--- config.mk ---
export PLATFORM = sky130hd
export DESIGN_NAME = cmf_top
export DESIGN_NICKNAME = d
export VERILOG_FILES = /design/src/design/cmf_chan.v /design/src/design/cmf_top.v
export VERILOG_INCLUDE_DIRS = /design/src /design/src/design
export SDC_FILE = /design/constraint.sdc
export NUM_CORES = 1
export LEC_CHECK = 0
export BUFFER_PORTS_ARGS = -buffer_cell sky130_fd_sc_hd__buf_2
export CORE_UTILIZATION = 50
export CTS_CLUSTER_SIZE = 16
export DETAILED_ROUTE_END_ITERATION = 8
export PLACE_DENSITY = 0.73
export SYNTH_ARGS = -nofsm -noshare
export SYNTH_HDL_FRONTEND = slang
export SYNTH_SLANG_ARGS = --single-unit
--- constraint.sdc ---
create_clock -name aclk -period 4.07 [get_ports aclk]
set_clock_uncertainty 0.15 [all_clocks]
set_input_delay 0.6105 -clock aclk [delete_from_list [all_inputs] [get_ports aclk]]
set_output_delay 0.6105 -clock aclk [all_outputs]
set_load 0.01 [all_outputs]
--- src/design/cmf_defs.vh ---
`ifndef CMF_DEFS_VH
`define CMF_DEFS_VH
// register byte offsets
`define CMF_OFS_CTRL0 8'h00
`define CMF_OFS_CTRL1 8'h04
`define CMF_OFS_START 8'h08
`define CMF_OFS_STAT 8'h0C
// comparator_control field positions
`define CMF_F_ENABLE 0
`define CMF_F_SINGLE 1
`define CMF_F_HYST 2
`define CMF_F_SPEED_LO 3
`define CMF_F_FILTER_LENGTH_LO 5
`define CMF_CTRL_W 8
`define CMF_CTRL_RESET 8'h00
// filter_length encodings
`define CMF_FILTER_LENGTH_OFF 2'h0
`define CMF_FILTER_LENGTH_3 2'h1
`define CMF_FILTER_LENGTH_5 2'h2
// sampling tick divider default (comparator_generic_clock = aclk / div)
`define CMF_SAMPLE_DIV 16'h0001
// axi responses
`define CMF_RESP_OKAY 2'h0
`define CMF_RESP_SLVERR 2'h2
`endif

--- src/design/cmf_chan.v ---
`timescale 1ns/1ns
`default_nettype none
`include "cmf_defs.vh"
// one comparator's majority filter and validation sequencing
module cmf_chan (
   input wire aclk,
   input wire aresetn,
   input wire sample_tick,
   input wire enable,
   input wire single,
   input wire [1:0] filter_length,
   input wire start,
   input wire raw_in,
   output reg filt_out,
   output reg valid,
   output reg done
);
   reg [4:0] hist_r;
   reg [2:0] cnt_r;
   reg busy_r;
   wire [4:0] win;
   wire [2:0] ones3;
   wire [2:0] ones5;
   wire [2:0] need;
   wire vote;
   wire [2:0] cnt_inc;

   // current sample plus previous samples, newest in bit 0
   assign win = {hist_r[3:0], raw_in};
   assign ones3 = {2'b00, win[0]} + {2'b00, win[1]} + {2'b00, win[2]};
   assign ones5 = ones3 + {2'b00, win[3]} + {2'b00, win[4]};
   // samples needed before output is valid
   assign need = (filter_length == `CMF_FILTER_LENGTH_5) ? 3'd5 :
                 (filter_length == `CMF_FILTER_LENGTH_3) ? 3'd3 : 3'd1;
   // majority of N/2+1
   assign vote = (filter_length == `CMF_FILTER_LENGTH_5) ? (ones5 >= 3'd3) :
                 (filter_length == `CMF_FILTER_LENGTH_3) ? (ones3 >= 3'd2) : raw_in;
   assign cnt_inc = cnt_r + 3'd1;

   // one sample per sampling tick
   always @(posedge aclk) begin
      if (!aresetn) begin
         hist_r <= 5'h0_0;
         cnt_r <= 3'd0;
         busy_r <= 1'b0;
         filt_out <= 1'b0;
         valid <= 1'b0;
         done <= 1'b0;
      end else begin
         done <= 1'b0;
         if (!enable) begin
            cnt_r <= 3'd0;
            busy_r <= 1'b0;
            valid <= 1'b0;
         end else if (single && start) begin
            // a new single shot discards old samples
            cnt_r <= 3'd0;
            busy_r <= 1'b1;
            valid <= 1'b0;
         end else if (sample_tick && (!single || busy_r)) begin
            hist_r <= win[4:0];
            if (cnt_inc >= need) begin
               // continuous: every tick after the first full window
               filt_out <= vote;
               valid <= 1'b1;
               if (single) begin
                  busy_r <= 1'b0;
                  done <= 1'b1;
                  cnt_r <= 3'd0;
               end
            end else begin
               cnt_r <= cnt_inc;
            end
         end
      end
   end
endmodule // cmf_chan
`default_nettype wire

--- src/design/cmf_top.v ---
`timescale 1ns/1ns
`default_nettype none
`include "cmf_defs.vh"
////////////////////////////////////////////////////////////////////////////////
// register map, one 32-bit word per register, byte offsets
//   0x00 control, comparator 0
//   0x04 control, comparator 1
//      bit 0     enable the comparator and its filter
//      bit 1     single shot; 0 runs continuously
//      bit 2     hysteresis request, masked while single shot is set
//      bits 4:3  speed, handed to the bias selection of the core
//      bits 6:5  filter length: 0 none, 1 three samples, 2 five samples
//                3 is not a length and behaves as none
//   0x08 start and sampling divider
//      bits 1:0   write one to start a single shot on that comparator
//      bits 31:16 sampling divider, 0 or 1 samples on every clock
//   0x0c status
//      bits 1:0  filtered outputs
//      bits 3:2  filtered output valid
//      bits 7:6  single shot done, sticky; write one to clear
// other offsets answer with an error response and read as zero
//
// timing seen from the bus
//   a write lands one cycle after both halves are taken; the response
//   rises in that same cycle and waits for the master
//   a read answers two cycles after the address is offered
//   hysteresis, speed and enable reach the pins one cycle after a write
// limitation: the divider is shared by both comparators, so both filters
//   always sample at the same rate
////////////////////////////////////////////////////////////////////////////////
module cmf_top #(
   parameter NCMP = 2
) (
   input wire aclk,
   input wire aresetn,
   input wire [7:0] s_axi_awaddr,
   input wire s_axi_awvalid,
   output reg s_axi_awready,
   input wire [31:0] s_axi_wdata,
   input wire [3:0] s_axi_wstrb,
   input wire s_axi_wvalid,
   output reg s_axi_wready,
   output reg [1:0] s_axi_bresp,
   output reg s_axi_bvalid,
   input wire s_axi_bready,
   input wire [7:0] s_axi_araddr,
   input wire s_axi_arvalid,
   output reg s_axi_arready,
   output reg [31:0] s_axi_rdata,
   output reg [1:0] s_axi_rresp,
   output reg s_axi_rvalid,
   input wire s_axi_rready,
   input wire [NCMP-1:0] cmp_raw,
   output reg [NCMP-1:0] cmp_filtered,
   output reg [NCMP-1:0] cmp_valid,
   output reg [NCMP-1:0] cmp_done_pulse,
   output reg [NCMP-1:0] cmp_enable,
   output reg [NCMP-1:0] hysteresis_enable,
   output reg [2*NCMP-1:0] cmp_speed
);
   reg [`CMF_CTRL_W-1:0] ctrl_r [0:1];
   reg [15:0] div_r;
   reg [15:0] divcnt_r;
   reg tick_r;
   reg [NCMP-1:0] start_r;
   reg [NCMP-1:0] done_sticky_r;
   reg [7:0] awaddr_r;
   reg aw_have_r;
   reg [31:0] wdata_r;
   reg [3:0] wstrb_r;
   reg w_have_r;
   wire [NCMP-1:0] f_out;
   wire [NCMP-1:0] f_valid;
   wire [NCMP-1:0] f_done;
   wire do_write;
   wire [7:0] wb;
   wire wr_addr_ok;
   integer j;
   reg [31:0] rd_nxt;
   reg rd_err_nxt;

   ////////////////////////////////////////////////////////////////////////////
   // sampling tick: stands in for the comparator digital generic clock
   // a divider of 0 or 1 gives a tick on every clock; a larger value slows
   // both filters alike, trading response time for rejection of slow noise
   // the tick is a flop, so the channels see a clean one-cycle strobe
   always @(posedge aclk) begin
      if (!aresetn) begin
         divcnt_r <= 16'h0000;
         tick_r <= 1'b0;
      end else if (divcnt_r + 16'h0001 >= div_r) begin
         divcnt_r <= 16'h0000;
         tick_r <= 1'b1;
      end else begin
         divcnt_r <= divcnt_r + 16'h0001;
         tick_r <= 1'b0;
      end
   end

   ////////////////////////////////////////////////////////////////////////////
   // filter channels, one per comparator
   // each channel keeps its own history, so the setting of one comparator
   // never disturbs the samples of the other
   genvar g;
   generate
      for (g = 0; g < NCMP; g = g + 1) begin : g_ch
         cmf_chan u_ch (
            .aclk(aclk),
            .aresetn(aresetn),
            .sample_tick(tick_r),
            .enable(ctrl_r[g][`CMF_F_ENABLE]),
            .single(ctrl_r[g][`CMF_F_SINGLE]),
            .filter_length(ctrl_r[g][`CMF_F_FILTER_LENGTH_LO+1:`CMF_F_FILTER_LENGTH_LO]),
            .start(start_r[g]),
            .raw_in(cmp_raw[g]),
            .filt_out(f_out[g]),
            .valid(f_valid[g]),
            .done(f_done[g])
         );
      end
   endgenerate

   ////////////////////////////////////////////////////////////////////////////
   // registered outputs toward the analog cores
   // every pin comes straight from a flop, one cycle behind the channel or the control register
   // speed is two bits per comparator, comparator 0 in the low pair
   integer i;
   always @(posedge aclk) begin
      if (!aresetn) begin
         cmp_filtered <= {NCMP{1'b0}};
         cmp_valid <= {NCMP{1'b0}};
         cmp_done_pulse <= {NCMP{1'b0}};
         cmp_enable <= {NCMP{1'b0}};
         hysteresis_enable <= {NCMP{1'b0}};
         cmp_speed <= {2*NCMP{1'b0}};
      end else begin
         cmp_filtered <= f_out;
         cmp_valid <= f_valid;
         cmp_done_pulse <= f_done;
         for (i = 0; i < NCMP; i = i + 1) begin
            cmp_enable[i] <= ctrl_r[i][`CMF_F_ENABLE];
            // hysteresis is masked in single-shot mode
            hysteresis_enable[i] <= ctrl_r[i][`CMF_F_HYST] &
                                    ~ctrl_r[i][`CMF_F_SINGLE];
            cmp_speed[2*i +: 2] <= ctrl_r[i][`CMF_F_SPEED_LO+1:`CMF_F_SPEED_LO];
         end
      end
   end

   ////////////////////////////////////////////////////////////////////////////
   // axi-lite write: address and data captured in either order
   // each ready pulses for one cycle, so a valid that is held is taken once;
   // the write lands only when both halves are in and no response is pending
   assign do_write = aw_have_r && w_have_r && !s_axi_bvalid;
   // only byte lane 0 carries control, start and clear bits
   assign wb = wstrb_r[0] ? wdata_r[7:0] : 8'h00;
   // any other offset is answered with an error and changes nothing
   assign wr_addr_ok = (awaddr_r == `CMF_OFS_CTRL0) || (awaddr_r == `CMF_OFS_CTRL1) ||
                       (awaddr_r == `CMF_OFS_START) || (awaddr_r == `CMF_OFS_STAT);

   // write address channel
   always @(posedge aclk) begin
      if (!aresetn) begin
         s_axi_awready <= 1'b0;
         aw_have_r <= 1'b0;
         awaddr_r <= 8'h00;
      end else begin
         s_axi_awready <= !aw_have_r && !s_axi_awready && s_axi_awvalid;
         if (s_axi_awvalid && s_axi_awready) begin
            aw_have_r <= 1'b1;
            awaddr_r <= s_axi_awaddr;
         end else if (do_write) begin
            aw_have_r <= 1'b0;
         end
      end
   end

   // write data channel
   always @(posedge aclk) begin
      if (!aresetn) begin
         s_axi_wready <= 1'b0;
         w_have_r <= 1'b0;
         wdata_r <= 32'h0000_0000;
         wstrb_r <= 4'h0;
      end else begin
         s_axi_wready <= !w_have_r && !s_axi_wready && s_axi_wvalid;
         if (s_axi_wvalid && s_axi_wready) begin
            w_have_r <= 1'b1;
            wdata_r <= s_axi_wdata;
            wstrb_r <= s_axi_wstrb;
         end else if (do_write) begin
            w_have_r <= 1'b0;
         end
      end
   end

   // write response: held until the master takes it
   always @(posedge aclk) begin
      if (!aresetn) begin
         s_axi_bvalid <= 1'b0;
         s_axi_bresp <= `CMF_RESP_OKAY;
      end else if (do_write) begin
         s_axi_bvalid <= 1'b1;
         s_axi_bresp <= wr_addr_ok ? `CMF_RESP_OKAY : `CMF_RESP_SLVERR;
      end else if (s_axi_bvalid && s_axi_bready) begin
         s_axi_bvalid <= 1'b0;
      end
   end

   ////////////////////////////////////////////////////////////////////////////
   // control registers, sampling divider and single-shot start strobes
   // control bytes are taken whole; software keeps unused bits at zero
   always @(posedge aclk) begin
      if (!aresetn) begin
         ctrl_r[0] <= `CMF_CTRL_RESET;
         ctrl_r[1] <= `CMF_CTRL_RESET;
         div_r <= `CMF_SAMPLE_DIV;
         start_r <= {NCMP{1'b0}};
      end else begin
         // start strobes last one cycle
         start_r <= {NCMP{1'b0}};
         if (do_write) begin
            case (awaddr_r)
               `CMF_OFS_CTRL0: if (wstrb_r[0]) ctrl_r[0] <= wdata_r[7:0];
               `CMF_OFS_CTRL1: if (wstrb_r[0]) ctrl_r[1] <= wdata_r[7:0];
               `CMF_OFS_START: begin
                  // start bits for single shot, divider in upper half
                  start_r <= wb[NCMP-1:0];
                  if (wstrb_r[2]) div_r[7:0] <= wdata_r[23:16];
                  if (wstrb_r[3]) div_r[15:8] <= wdata_r[31:24];
               end
               default: ;
            endcase
         end
      end
   end

   // completions set the sticky done bits; set wins over clear
   // a clear that meets a completion in one cycle is dropped on purpose,
   // so software never loses a result; clear bits sit where status reads them
   always @(posedge aclk) begin
      if (!aresetn) begin
         done_sticky_r <= {NCMP{1'b0}};
      end else begin
         for (j = 0; j < NCMP; j = j + 1) begin
            if (f_done[j])
               done_sticky_r[j] <= 1'b1;
            else if (do_write && awaddr_r == `CMF_OFS_STAT && wb[6+j])
               done_sticky_r[j] <= 1'b0;
         end
      end
   end

   ////////////////////////////////////////////////////////////////////////////
   // read mux
   // decoded from the live address; the read process below registers it
   always @* begin
      rd_nxt = 32'h0000_0000;
      rd_err_nxt = 1'b0;
      case (s_axi_araddr)
         `CMF_OFS_CTRL0: rd_nxt[7:0] = ctrl_r[0];
         `CMF_OFS_CTRL1: rd_nxt[7:0] = ctrl_r[1];
         `CMF_OFS_START: rd_nxt[31:16] = div_r;
         `CMF_OFS_STAT: rd_nxt[7:0] = {done_sticky_r[1:0], 2'b00,
                                        f_valid[1:0], f_out[1:0]};
         default: rd_err_nxt = 1'b1;
      endcase
   end

   // axi-lite read: one outstanding, answer two edges after arvalid
   // arready pulses once, and a new address is refused while rvalid waits,
   // so rdata and rresp stand unchanged until rready takes them
   always @(posedge aclk) begin
      if (!aresetn) begin
         s_axi_arready <= 1'b0;
         s_axi_rvalid <= 1'b0;
         s_axi_rdata <= 32'h0000_0000;
         s_axi_rresp <= `CMF_RESP_OKAY;
      end else begin
         s_axi_arready <= s_axi_arvalid && !s_axi_arready && !s_axi_rvalid;
         if (s_axi_arvalid && s_axi_arready) begin
            s_axi_rvalid <= 1'b1;
            s_axi_rdata <= rd_nxt;
            s_axi_rresp <= rd_err_nxt ? `CMF_RESP_SLVERR : `CMF_RESP_OKAY;
         end else if (s_axi_rvalid && s_axi_rready) begin
            s_axi_rvalid <= 1'b0;
         end
      end
   end
endmodule // cmf_top
`default_nettype wire

==> results of run 1 <==
## state kept, by name, summed over array words and instances (netlist names), 3 cells and up
| signal | cells |
|---|---|
| awaddr_r | 8 |
| div_r | 16 |
| cmp_speed | 4 |
| wstrb_r | 3 |
| g_ch.u_ch.hist_r | 8 |
| s_axi_rdata | 24 |
| wdata_r | 24 |
| ctrl_r | 16 |
| g_ch.u_ch.cnt_r | 6 |
| divcnt_r | 16 |
## how the worst min path moves through the flow
stage / startpoint / end / slack, ns / depth (start not counted)
2_1_floorplan: aw_have_r$_SDFFE_PN0P_ / s_axi_awready$_SDFF_PN0_ / 0.27 / 1
3_3_place_gp: s_axi_rvalid$_SDFFE_PN0P_ / s_axi_arready$_SDFF_PN0_ / 0.28 / 1
3_5_place_dp: wdata_r[3]$_SDFFE_PN0P_ / wdata_r[3]$_SDFFE_PN0P_ / 0.29 / 2
4_1_cts: s_axi_wdata[3] / wdata_r[3]$_SDFFE_PN0P_ / 0.27 / 3
5_1_grt: s_axi_wdata[4] / wdata_r[4]$_SDFFE_PN0P_ / 0.28 / 3
6_report: s_axi_wdata[3] / wdata_r[3]$_SDFFE_PN0P_ / 0.27 / 3
## layout by cell type (no fill, tap or decap), types with 17 or more instances in the layout
master	n
ha_1	27
a22oi_1	22
dfxtp_1	141
buf_2	96
nand3_1	29
clkbuf_16	17
a21oi_1	55
nor2b_1	18
o21ai_0	26
and2_1	22
nand2_1	120
inv_1	34
nor2_1	46
## Yosys cell counts (all sizes together) (6+ instances only)
library cell and n:
dfxtp 141, nand2 120, a21oi 55, nor2 46, inv 34, o21ai 33
nand3 31, ha 27, and2 23, a22oi 22, clkbuf 22, buf 21
nor2b 18, edfxtp 16, mux2i 16, xnor2 10, nand2b 8, and3 7
nand4 7, nor4b 6, xor2 6
## cell families after synthesis
family,count (synthesis)
fa+ha+maj,31
flops,157
compound gates,133
mux,16
other cells,1
buf+inv,78
xor+xnor,16
simple gates,286
## cell type report
| cell class | count | area, um^2 | share of cell area [%] |
|---|---|---|---|
| sequential | 157 | 3300 | 42.6 |
| timing repair buffer | 100 | 510 | 6.59 |
| clock inverter | 13 | 165 | 2.13 |
| multi-input combinational | 492 | 2970 | 38.3 |
| inverter | 35 | 131 | 1.70 |
| clock buffer | 19 | 453 | 5.84 |
| tap | 172 | 215 | 2.78 |
## power groups by stage
stage	Clock, mW	Combinational [mW]	Sequential [mW]
after floorplan	0	0.0978	1.64
after global placement	0	0.141	1.64
after detailed placement	0	0.145	1.64
after CTS	1.65	0.146	1.61
after global routing	1.71	0.164	1.61
final	1.64	0.145	1.61
## metrics by stage
| stage | power [mW] | cell area, um^2 |
|---|---|---|
| after global placement | 1.78 | 7130 |
| after CTS | 3.40 | 7750 |
| after floorplan | 1.73 | 6630 |
| after global routing | 3.48 | 7750 |
| after detailed placement | 1.78 | 7130 |
| final | 3.39 | 7750 |
## worst register-to-register path, delay by kind of cell, from the launching register on
kind,cells,cell delay [ns]
compound gates,2,0.50
fa+ha+maj,2,0.50
simple gates,6,1.67
flops,1,0.38
xor+xnor,1,0.22
## layer usage
layer  up-vias  GRT usage, %  wire length, um
li1       2595             -                -
met1      2388          28.9             6560
met2       139          34.7             6570
met3        17          5.92              824
met4         0          7.85              180
met5         -             0                0
==> results.cfg, run 1 <==
[run_status]
status = complete, no violations

[clocking]
clockBufferDepth = 2
ctsHtreeMaxLevel = 4
post_cts_buffers = 0
cts_resized = 0
cts_root_buf = clkbuf_16
cts_tree = built
clk_pin_slew_ns = 0.06
cts_made_buffers = 17
clkLatencyLatePin_ns = 0.42
clock-sinks = 157
holdBufCountCts = 0

[setup_path]
cpMaxStageDelayCell = nand4_1
reg2reg_to = divcnt_r[15]$_SDFF_PP0_
reg2reg_setup_slack_ns = 0.57
critPathLaunch = divcnt_r[0]$_SDFF_PP0_
critPathBufInv = 0
crit_family = simple AND/OR/NAND/NOR gates
slowest_delay_ns = 0.64
endpoint = divcnt_r[15]$_SDFF_PP0_
cp.depth = 11
cp.required_ns = 4.26
rr_startpoint = divcnt_r[0]$_SDFF_PP0_
criticalPathCategory = flip-flop to flip-flop
critPathLaunchType = flip-flop
arrival_ns = 3.69
end_kind = flip-flop
crit_chain = ha_1 > nand3_1 > nor2_1 > nand4_1 > xnor2_1 > ha_1 > a21oi_1 > nand2_1 > a221oi_1 > nand4_1 > nor2b_1
crit_fanout = 16
rr_worst_depth = 11

[logic_synthesis]
yosys.area.top_type = dfxtp_1
yosys-top-cells-area = dfxtp_1, edfxtp_1, nand2_1
synth_compound_area_share_pct = 12.1
synthCells = 718
ys.flop_type = dfxtp_1
syn_avg_cell_area_um2 = 9.18
synth.distinct_cells = 57
synth_simple_gate_area_share_pct = 21.5
ys_ff_latch = 157
yosysWarnings = 0
synth_top_family_by_area = simple AND/OR/NAND/NOR gates
syn_area_mm2 = 0.00659
synth_xor_area_share_pct = 2.13
muxShareOfSynthArea_pct = 2.43
yosysTopAreaCellShare_pct = 42.8
synth_fa_ha_area_share_pct = 6.34
synthArstFlopShare_pct = 0
yosysSeqAreaShare_pct = 50.1
synth_edf_count = 16

[finish]
areaGrowthSynthToFinish_pct = 17.6
utilization_pct = 60.9
fillers = 1106
drive_gt1_share_pct = 17.8
final_cell_count_no_fill = 988
diodes = 0
nets = 895

[sta]
fin_ws_ns = 0.566
period_share_pct = 86.1
fmaxAchievable_ghz = 0.285
hold_violations = 0
hold_ws_ns = 0.273
setup_viol = 0
period_minus_slack_ns = 3.50
final_max_slew_viol_count = 0
slew_headroom_pct = 37.4
finalSetupTns_ns = 0
rsz0062_at_grt = false
worst_pin_slew_ns = 0.939

[route]
drt_iter0_drc = 316
wl_per_cell_um = 14.3
routed-via-count = 5139
first_pass_iters = 5
drc = 0
ant_nets = 0
finalWirelength_um = 14100
via_per_inst = 5.20

[placed_design]
dp_slack_ns = 0.611
dp_hpwl_um = 10100
dp.cells = 956
port_buffers = 96
place_congestion = 0.808

[grt]
grt_use_total_pct = 21.9
grt_first_pass_wirelength_um = 22800
grt-ovfl-total = 0
antenna_found_initial = 0
grt_max_degree = 54
grt_pass1_vias = 4830

[floorplanning]
dieHeight_um = 117
num_rows = 41
io_pins = 116
die-area_mm2 = 0.0136
coreArea_mm2 = 0.0127
fp.dieW_um = 117
start_util_pct = 51.8

[pwr]
comb_power_share_pct = 4.3
pwr-share-seq_pct = 47.4
swShare_pct = 22.1
p_switching_mw = 0.747
power_frac_clock_pct = 48.3
p_leak_nw = 3.21
peakVddDrop_v = 0.000321
p_int_mw = 2.64
p_per_area_mw_per_mm2 = 437

[job]
drv_cap = 0

[hold_path]
min_path_type = input pin to flip-flop
Note: power is estimated with default switching activity, not from simulation.
==> run 2, diff against run 1 <==
--- a/config.mk
+++ b/config.mk
@@ -11,6 +11,7 @@
 export CTS_CLUSTER_SIZE = 16
 export DETAILED_ROUTE_END_ITERATION = 8
 export PLACE_DENSITY = 0.73
+export RECOVER_POWER = 25
 export SYNTH_ARGS = -nofsm -noshare
 export SYNTH_HDL_FRONTEND = slang
 export SYNTH_SLANG_ARGS = --single-unit
==> run 2 against run 1 <==
Net effect:
- register-to-register slack worse by 0.05 ns
- highest routed layer unchanged
- cell count stayed put
- sequential power hardly changed
- the run now ends with capacitance limit, slew limit left
==> results.cfg, run 2 (same netlist as run 1, synthesis figures left out) <==
[setup_path]
arrival_ns = 3.80
critPathLaunchType = input pin
cp.required_ns = 4.25
cpMaxStageDelayCell = clkbuf_1
crit_chain = buf_2 > clkbuf_1 > nand4_1 > nor2b_1
slowest_delay_ns = 1.53
crit_family = buffers and inverters
crit_fanout = 53
end_kind = flip-flop
critPathBufInv = 2
criticalPathCategory = input pin to flip-flop

[finish]
final_cell_mix = dfxtp_1, nand2_1, buf_2
final_cell_count_no_fill = 988
stdcell_area_mm2 = 0.00771
largestRegisters = s_axi_rdata (24), wdata_r (24)
final_common_cell = dfxtp_1
areaGrowthSynthToFinish_pct = 17.0
diodes = 0
nets = 895
drive_gt1_share_pct = 13.8

[floorplanning]
fp.dieW_um = 117
io_pins = 116
die-area_mm2 = 0.0136
dieHeight_um = 117
coreArea_mm2 = 0.0127
num_rows = 41
start_util_pct = 51.8

[run_status]
violations = capacitance limit, slew limit
status = finished, violations left

[route]
drt_iter0_drc = 313
wl_per_cell_um = 14.4
drc = 0
ant_nets = 0
finalWirelength_um = 14200
routed-via-count = 5151
first_pass_iters = 5
via_per_inst = 5.21

[hold_path]
min_path_type = input pin to flip-flop

[clocking]
cts_resized = 0
clk_pin_slew_ns = 0.06
holdBufCountCts = 0
clock-sinks = 157
clkLatencyLatePin_ns = 0.42
cts_made_buffers = 17
cts_root_buf = clkbuf_16
clockBufferDepth = 2
post_cts_buffers = 0
ctsHtreeMaxLevel = 4
cts_tree = built

[placed_design]
dp_slack_ns = 0.611
dp.cells = 956
place_congestion = 0.808
dp_hpwl_um = 10100
port_buffers = 96
dpl-instance-area_mm2 = 0.00713

[grt]
grt_max_degree = 54
antenna_found_initial = 0
grt_first_pass_wirelength_um = 22800
grt_use_total_pct = 21.9
grt_pass1_vias = 4830
grt-ovfl-total = 0

[sta]
worst_pin_slew_ns = 2.16
period_share_pct = 88.8
fin_ws_ns = 0.455
rsz0062_at_grt = false
finalSetupTns_ns = 0
hold_violations = 0
fmaxAchievable_ghz = 0.277
hold_ws_ns = 0.274
setup_viol = 0
slew_headroom_pct = -44.3
final_max_slew_viol_count = 104
period_minus_slack_ns = 3.61

[pwr]
peakVddDrop_v = 0.000320
p_leak_nw = 3.08
p_per_area_mw_per_mm2 = 439

[job]
drv_cap = 2
run 2: cell types whose count changed in the layout (fill, tap and decap cells not counted):
cell      before  now
buf_4          4    3
buf_2         96   66
and2_0         1    3
and2_1        22   20
inv_1         34   35
clkbuf_1       0   31
inv_2          1    0
run 2: area by class of cell:
type,instances,area (um^2)
clock buffers,19,453
clock inverters,13,165
flip-flops and latches,157,3300
repair buffers,100,469
multi-input cells,492,2970
well taps,172,215
fillers,1122,5010
inverters,35,131
run 2: worst paths after layout:
check	start	endpoint	slack [ns]	cells after the start
max	aresetn	divcnt_r[15]$_SDFF_PP0_	0.46	4
min reg2reg	wdata_r[16]$_SDFFE_PN0P_	wdata_r[16]$_SDFFE_PN0P_	0.30	2
min	s_axi_wdata[3]	wdata_r[3]$_SDFFE_PN0P_	0.27	3
max reg2reg	divcnt_r[0]$_SDFF_PP0_	divcnt_r[15]$_SDFF_PP0_	0.52	11
run 2: routing by layer:
metal	share of wire [%]	wire, um	up-vias	global-route usage (%)
li1	-	-	2597	-
met1	47	6660	2398	28.9
met2	46	6530	139	34.7
met3	5.7	815	17	5.92
met4	1.3	179	0	7.85
met5	0	0	-	0
run 2: through the flow:
stage | power, mW | utilization (%)
global placement | 1.78 | 56.1
finish | 3.39 | 60.6
detailed placement | 1.78 | 56.1
global route | 3.48 | 60.6
CTS | 3.40 | 60.9
floorplan | 1.73 | -
run 2: worst min-delay path, cell delays in order:
cell and delay, ns:
buf_2 0.10, nand2_1 0.04, a21oi_1 0.05
run 2: power by group:
| group | total (mW) | switching (mW) | internal (mW) |
|---|---|---|---|
| clock network | 1.64 | 0.636 | 1.00 |
| logic | 0.144 | 0.0910 | 0.0532 |
| registers | 1.61 | 0.0189 | 1.59 |
==> run 3, diff against run 2 <==
--- a/config.mk
+++ b/config.mk
@@ -7,7 +7,9 @@
 export NUM_CORES = 1
 export LEC_CHECK = 0
 export BUFFER_PORTS_ARGS = -buffer_cell sky130_fd_sc_hd__buf_2
+export CORE_MARGIN = 10
 export CORE_UTILIZATION = 50
+export CTS_CLUSTER_DIAMETER = 60
 export CTS_CLUSTER_SIZE = 16
 export DETAILED_ROUTE_END_ITERATION = 8
 export PLACE_DENSITY = 0.73
==> constraint.sdc (replaced) <==
create_clock -name aclk -period 4.07 [get_ports aclk]
set_clock_uncertainty 0.15 [all_clocks]
set_input_delay 0.814 -clock aclk [delete_from_list [all_inputs] [get_ports aclk]]
set_output_delay 0.814 -clock aclk [all_outputs]
set_load 0.01 [all_outputs]
==> run 3 against run 2 <==
Net effect:
- the flow still finishes with violations (capacitance limit, slew limit)
- hold slack better by 0.026 ns
- combinational power barely moved
- via count increased by 2.4%
- worst setup slack gained 0.094 ns
- sequential share of layout area fell by 0.069 points
- core utilization shrank 0.15 points
- cell area up 0.16%
- wire length increased by 9.0%
- first-iteration DRC count rose by 15%
- die area rose by 33%
- global-route usage down 5.1 points
- power decreased by 0.48%
- largest cell class unchanged
- highest routed layer unchanged
==> results.cfg, run 3 (same netlist as run 1, synthesis figures left out) <==
[clocking]
clkLatencyLatePin_ns = 0.43
cts_made_buffers = 17
cts_resized = 0
cts_tree = built
post_cts_buffers = 0
clk_pin_slew_ns = 0.06
clockBufferDepth = 2
clock-sinks = 157
cts_root_buf = clkbuf_16
holdBufCountCts = 0
ctsHtreeMaxLevel = 4

[setup_path]
crit_chain = ha_1 > nand3_1 > nor2_1 > nand4_1 > xnor2_1 > ha_1 > and4_1 > nand2_1 > or4_1 > nand4_1 > nor2b_1
critPathLaunchType = flip-flop
criticalPathCategory = flip-flop to flip-flop
end_kind = flip-flop
reg2reg_to = divcnt_r[12]$_SDFF_PP0_
cp.required_ns = 4.20
reg2reg_setup_slack_ns = 0.55
crit_fanout = 16
rr_worst_depth = 11
crit_family = simple AND/OR/NAND/NOR gates
arrival_ns = 3.65
slowest_delay_ns = 0.55
critPathBufInv = 0
rr_startpoint = divcnt_r[0]$_SDFF_PP0_
cpMaxStageDelayCell = or4_1

[floorplanning]
num_rows = 41
io_pins = 116
fp.dieW_um = 135
coreArea_mm2 = 0.0128
dieHeight_um = 135
die-area_mm2 = 0.0182
start_util_pct = 51.6

[route]
via_per_inst = 5.34
ant_nets = 0
wl_per_cell_um = 15.6
finalWirelength_um = 15500
routed-via-count = 5275
first_pass_iters = 5
drc = 0
drt_iter0_drc = 360

[sta]
rsz0062_at_grt = false
fmaxAchievable_ghz = 0.284
period_minus_slack_ns = 3.52
period_share_pct = 86.5
finalSetupTns_ns = 0
hold_violations = 0
setup_viol = 0
slew_headroom_pct = -12.9
worst_pin_slew_ns = 1.69
final_max_slew_viol_count = 53

[run_status]
status = finished, violations left
violations = capacitance limit, slew limit

[finish]
fillers = 1104
final_cell_mix = dfxtp_1, nand2_1, buf_2
areaGrowthSynthToFinish_pct = 17.1
largestRegisters = s_axi_rdata (24), wdata_r (24)
drive_gt1_share_pct = 15.1
stdcell_area_mm2 = 0.00772
diodes = 0
nets = 895
final_common_cell = dfxtp_1

[grt]
antenna_found_initial = 0
grt-ovfl-total = 0
grt_first_pass_wirelength_um = 25100
grt_use_total_pct = 16.8
grt_max_degree = 53
grt_pass1_vias = 5241

[pwr]
p_leak_nw = 3.12
peakVddDrop_v = 0.000312
p_per_area_mw_per_mm2 = 436

[placed_design]
dpl-instance-area_mm2 = 0.00713
dp_hpwl_um = 11400
port_buffers = 96
place_congestion = 0.835

[job]
drv_cap = 1

[hold_path]
min_path_type = flip-flop to flip-flop
min_to = wdata_r[4]$_SDFFE_PN0P_
min_path_cells = 2
min_from = wdata_r[4]$_SDFFE_PN0P_
run 3: metal layers:
layer / global-route usage (%) / share of wire [%] / vias to the layer above
met5: 0 / 0 / -
met4: 6.95 / 2.0 / 0
met3: 5.27 / 7.1 / 29
met2: 26.4 / 46 / 175
met1: 21.0 / 45 / 2467
li1: - / - / 2604
run 3: where the power goes:
group | internal [mW] | switching, mW
combinational | 0.0535 | 0.0931
sequential | 1.59 | 0.0188
clock | 1.01 | 0.611
total | 2.65 | 0.723
run 3: area by class of cell:
class	count	area, um^2	share of cell area [%]
Sequential cell	157	3300	42.8
Multi-Input combinational cell	492	2970	38.5
Clock buffer	23	510	6.61
Timing Repair Buffer	100	487	6.30
Tap cell	172	215	2.79
Inverter	35	131	1.70
Clock inverter	9	103	1.33
run 3: worst max path at each step:
stage,start,end,cells past startpoint
floorplan,cmp_raw[0],g_ch[0].u_ch.filt_out$_SDFFE_PN0P_,9
global placement,divcnt_r[0]$_SDFF_PP0_,divcnt_r[12]$_SDFF_PP0_,11
detailed placement,divcnt_r[0]$_SDFF_PP0_,divcnt_r[14]$_SDFF_PP0_,11
CTS,divcnt_r[0]$_SDFF_PP0_,divcnt_r[14]$_SDFF_PP0_,11
global route,divcnt_r[0]$_SDFF_PP0_,divcnt_r[1]$_SDFF_PP0_,11
finish,divcnt_r[0]$_SDFF_PP0_,divcnt_r[12]$_SDFF_PP0_,11
run 3: worst register-to-register path: stages, from the launching register on:
cell and delay [ns]:
dfxtp_1 0.39, ha_1 0.21, nand3_1 0.13, nor2_1 0.34, nand4_1 0.18, xnor2_1 0.18, ha_1 0.32, and4_1 0.24
nand2_1 0.07, or4_1 0.55, nand4_1 0.52, nor2b_1 0.11
run 3: through the flow:
stage	utilization [%]	cells	power (mW)	hold WS (ns)	setup WS, ns
after floorplan	-	727	1.73	0.267	1.08
after global placement	55.8	956	1.78	0.280	0.746
after detailed placement	55.8	956	1.79	0.295	0.580
after CTS	60.6	988	3.39	0.303	0.582
after global routing	60.4	988	3.47	0.325	0.273
final	60.4	988	3.37	0.299	0.549
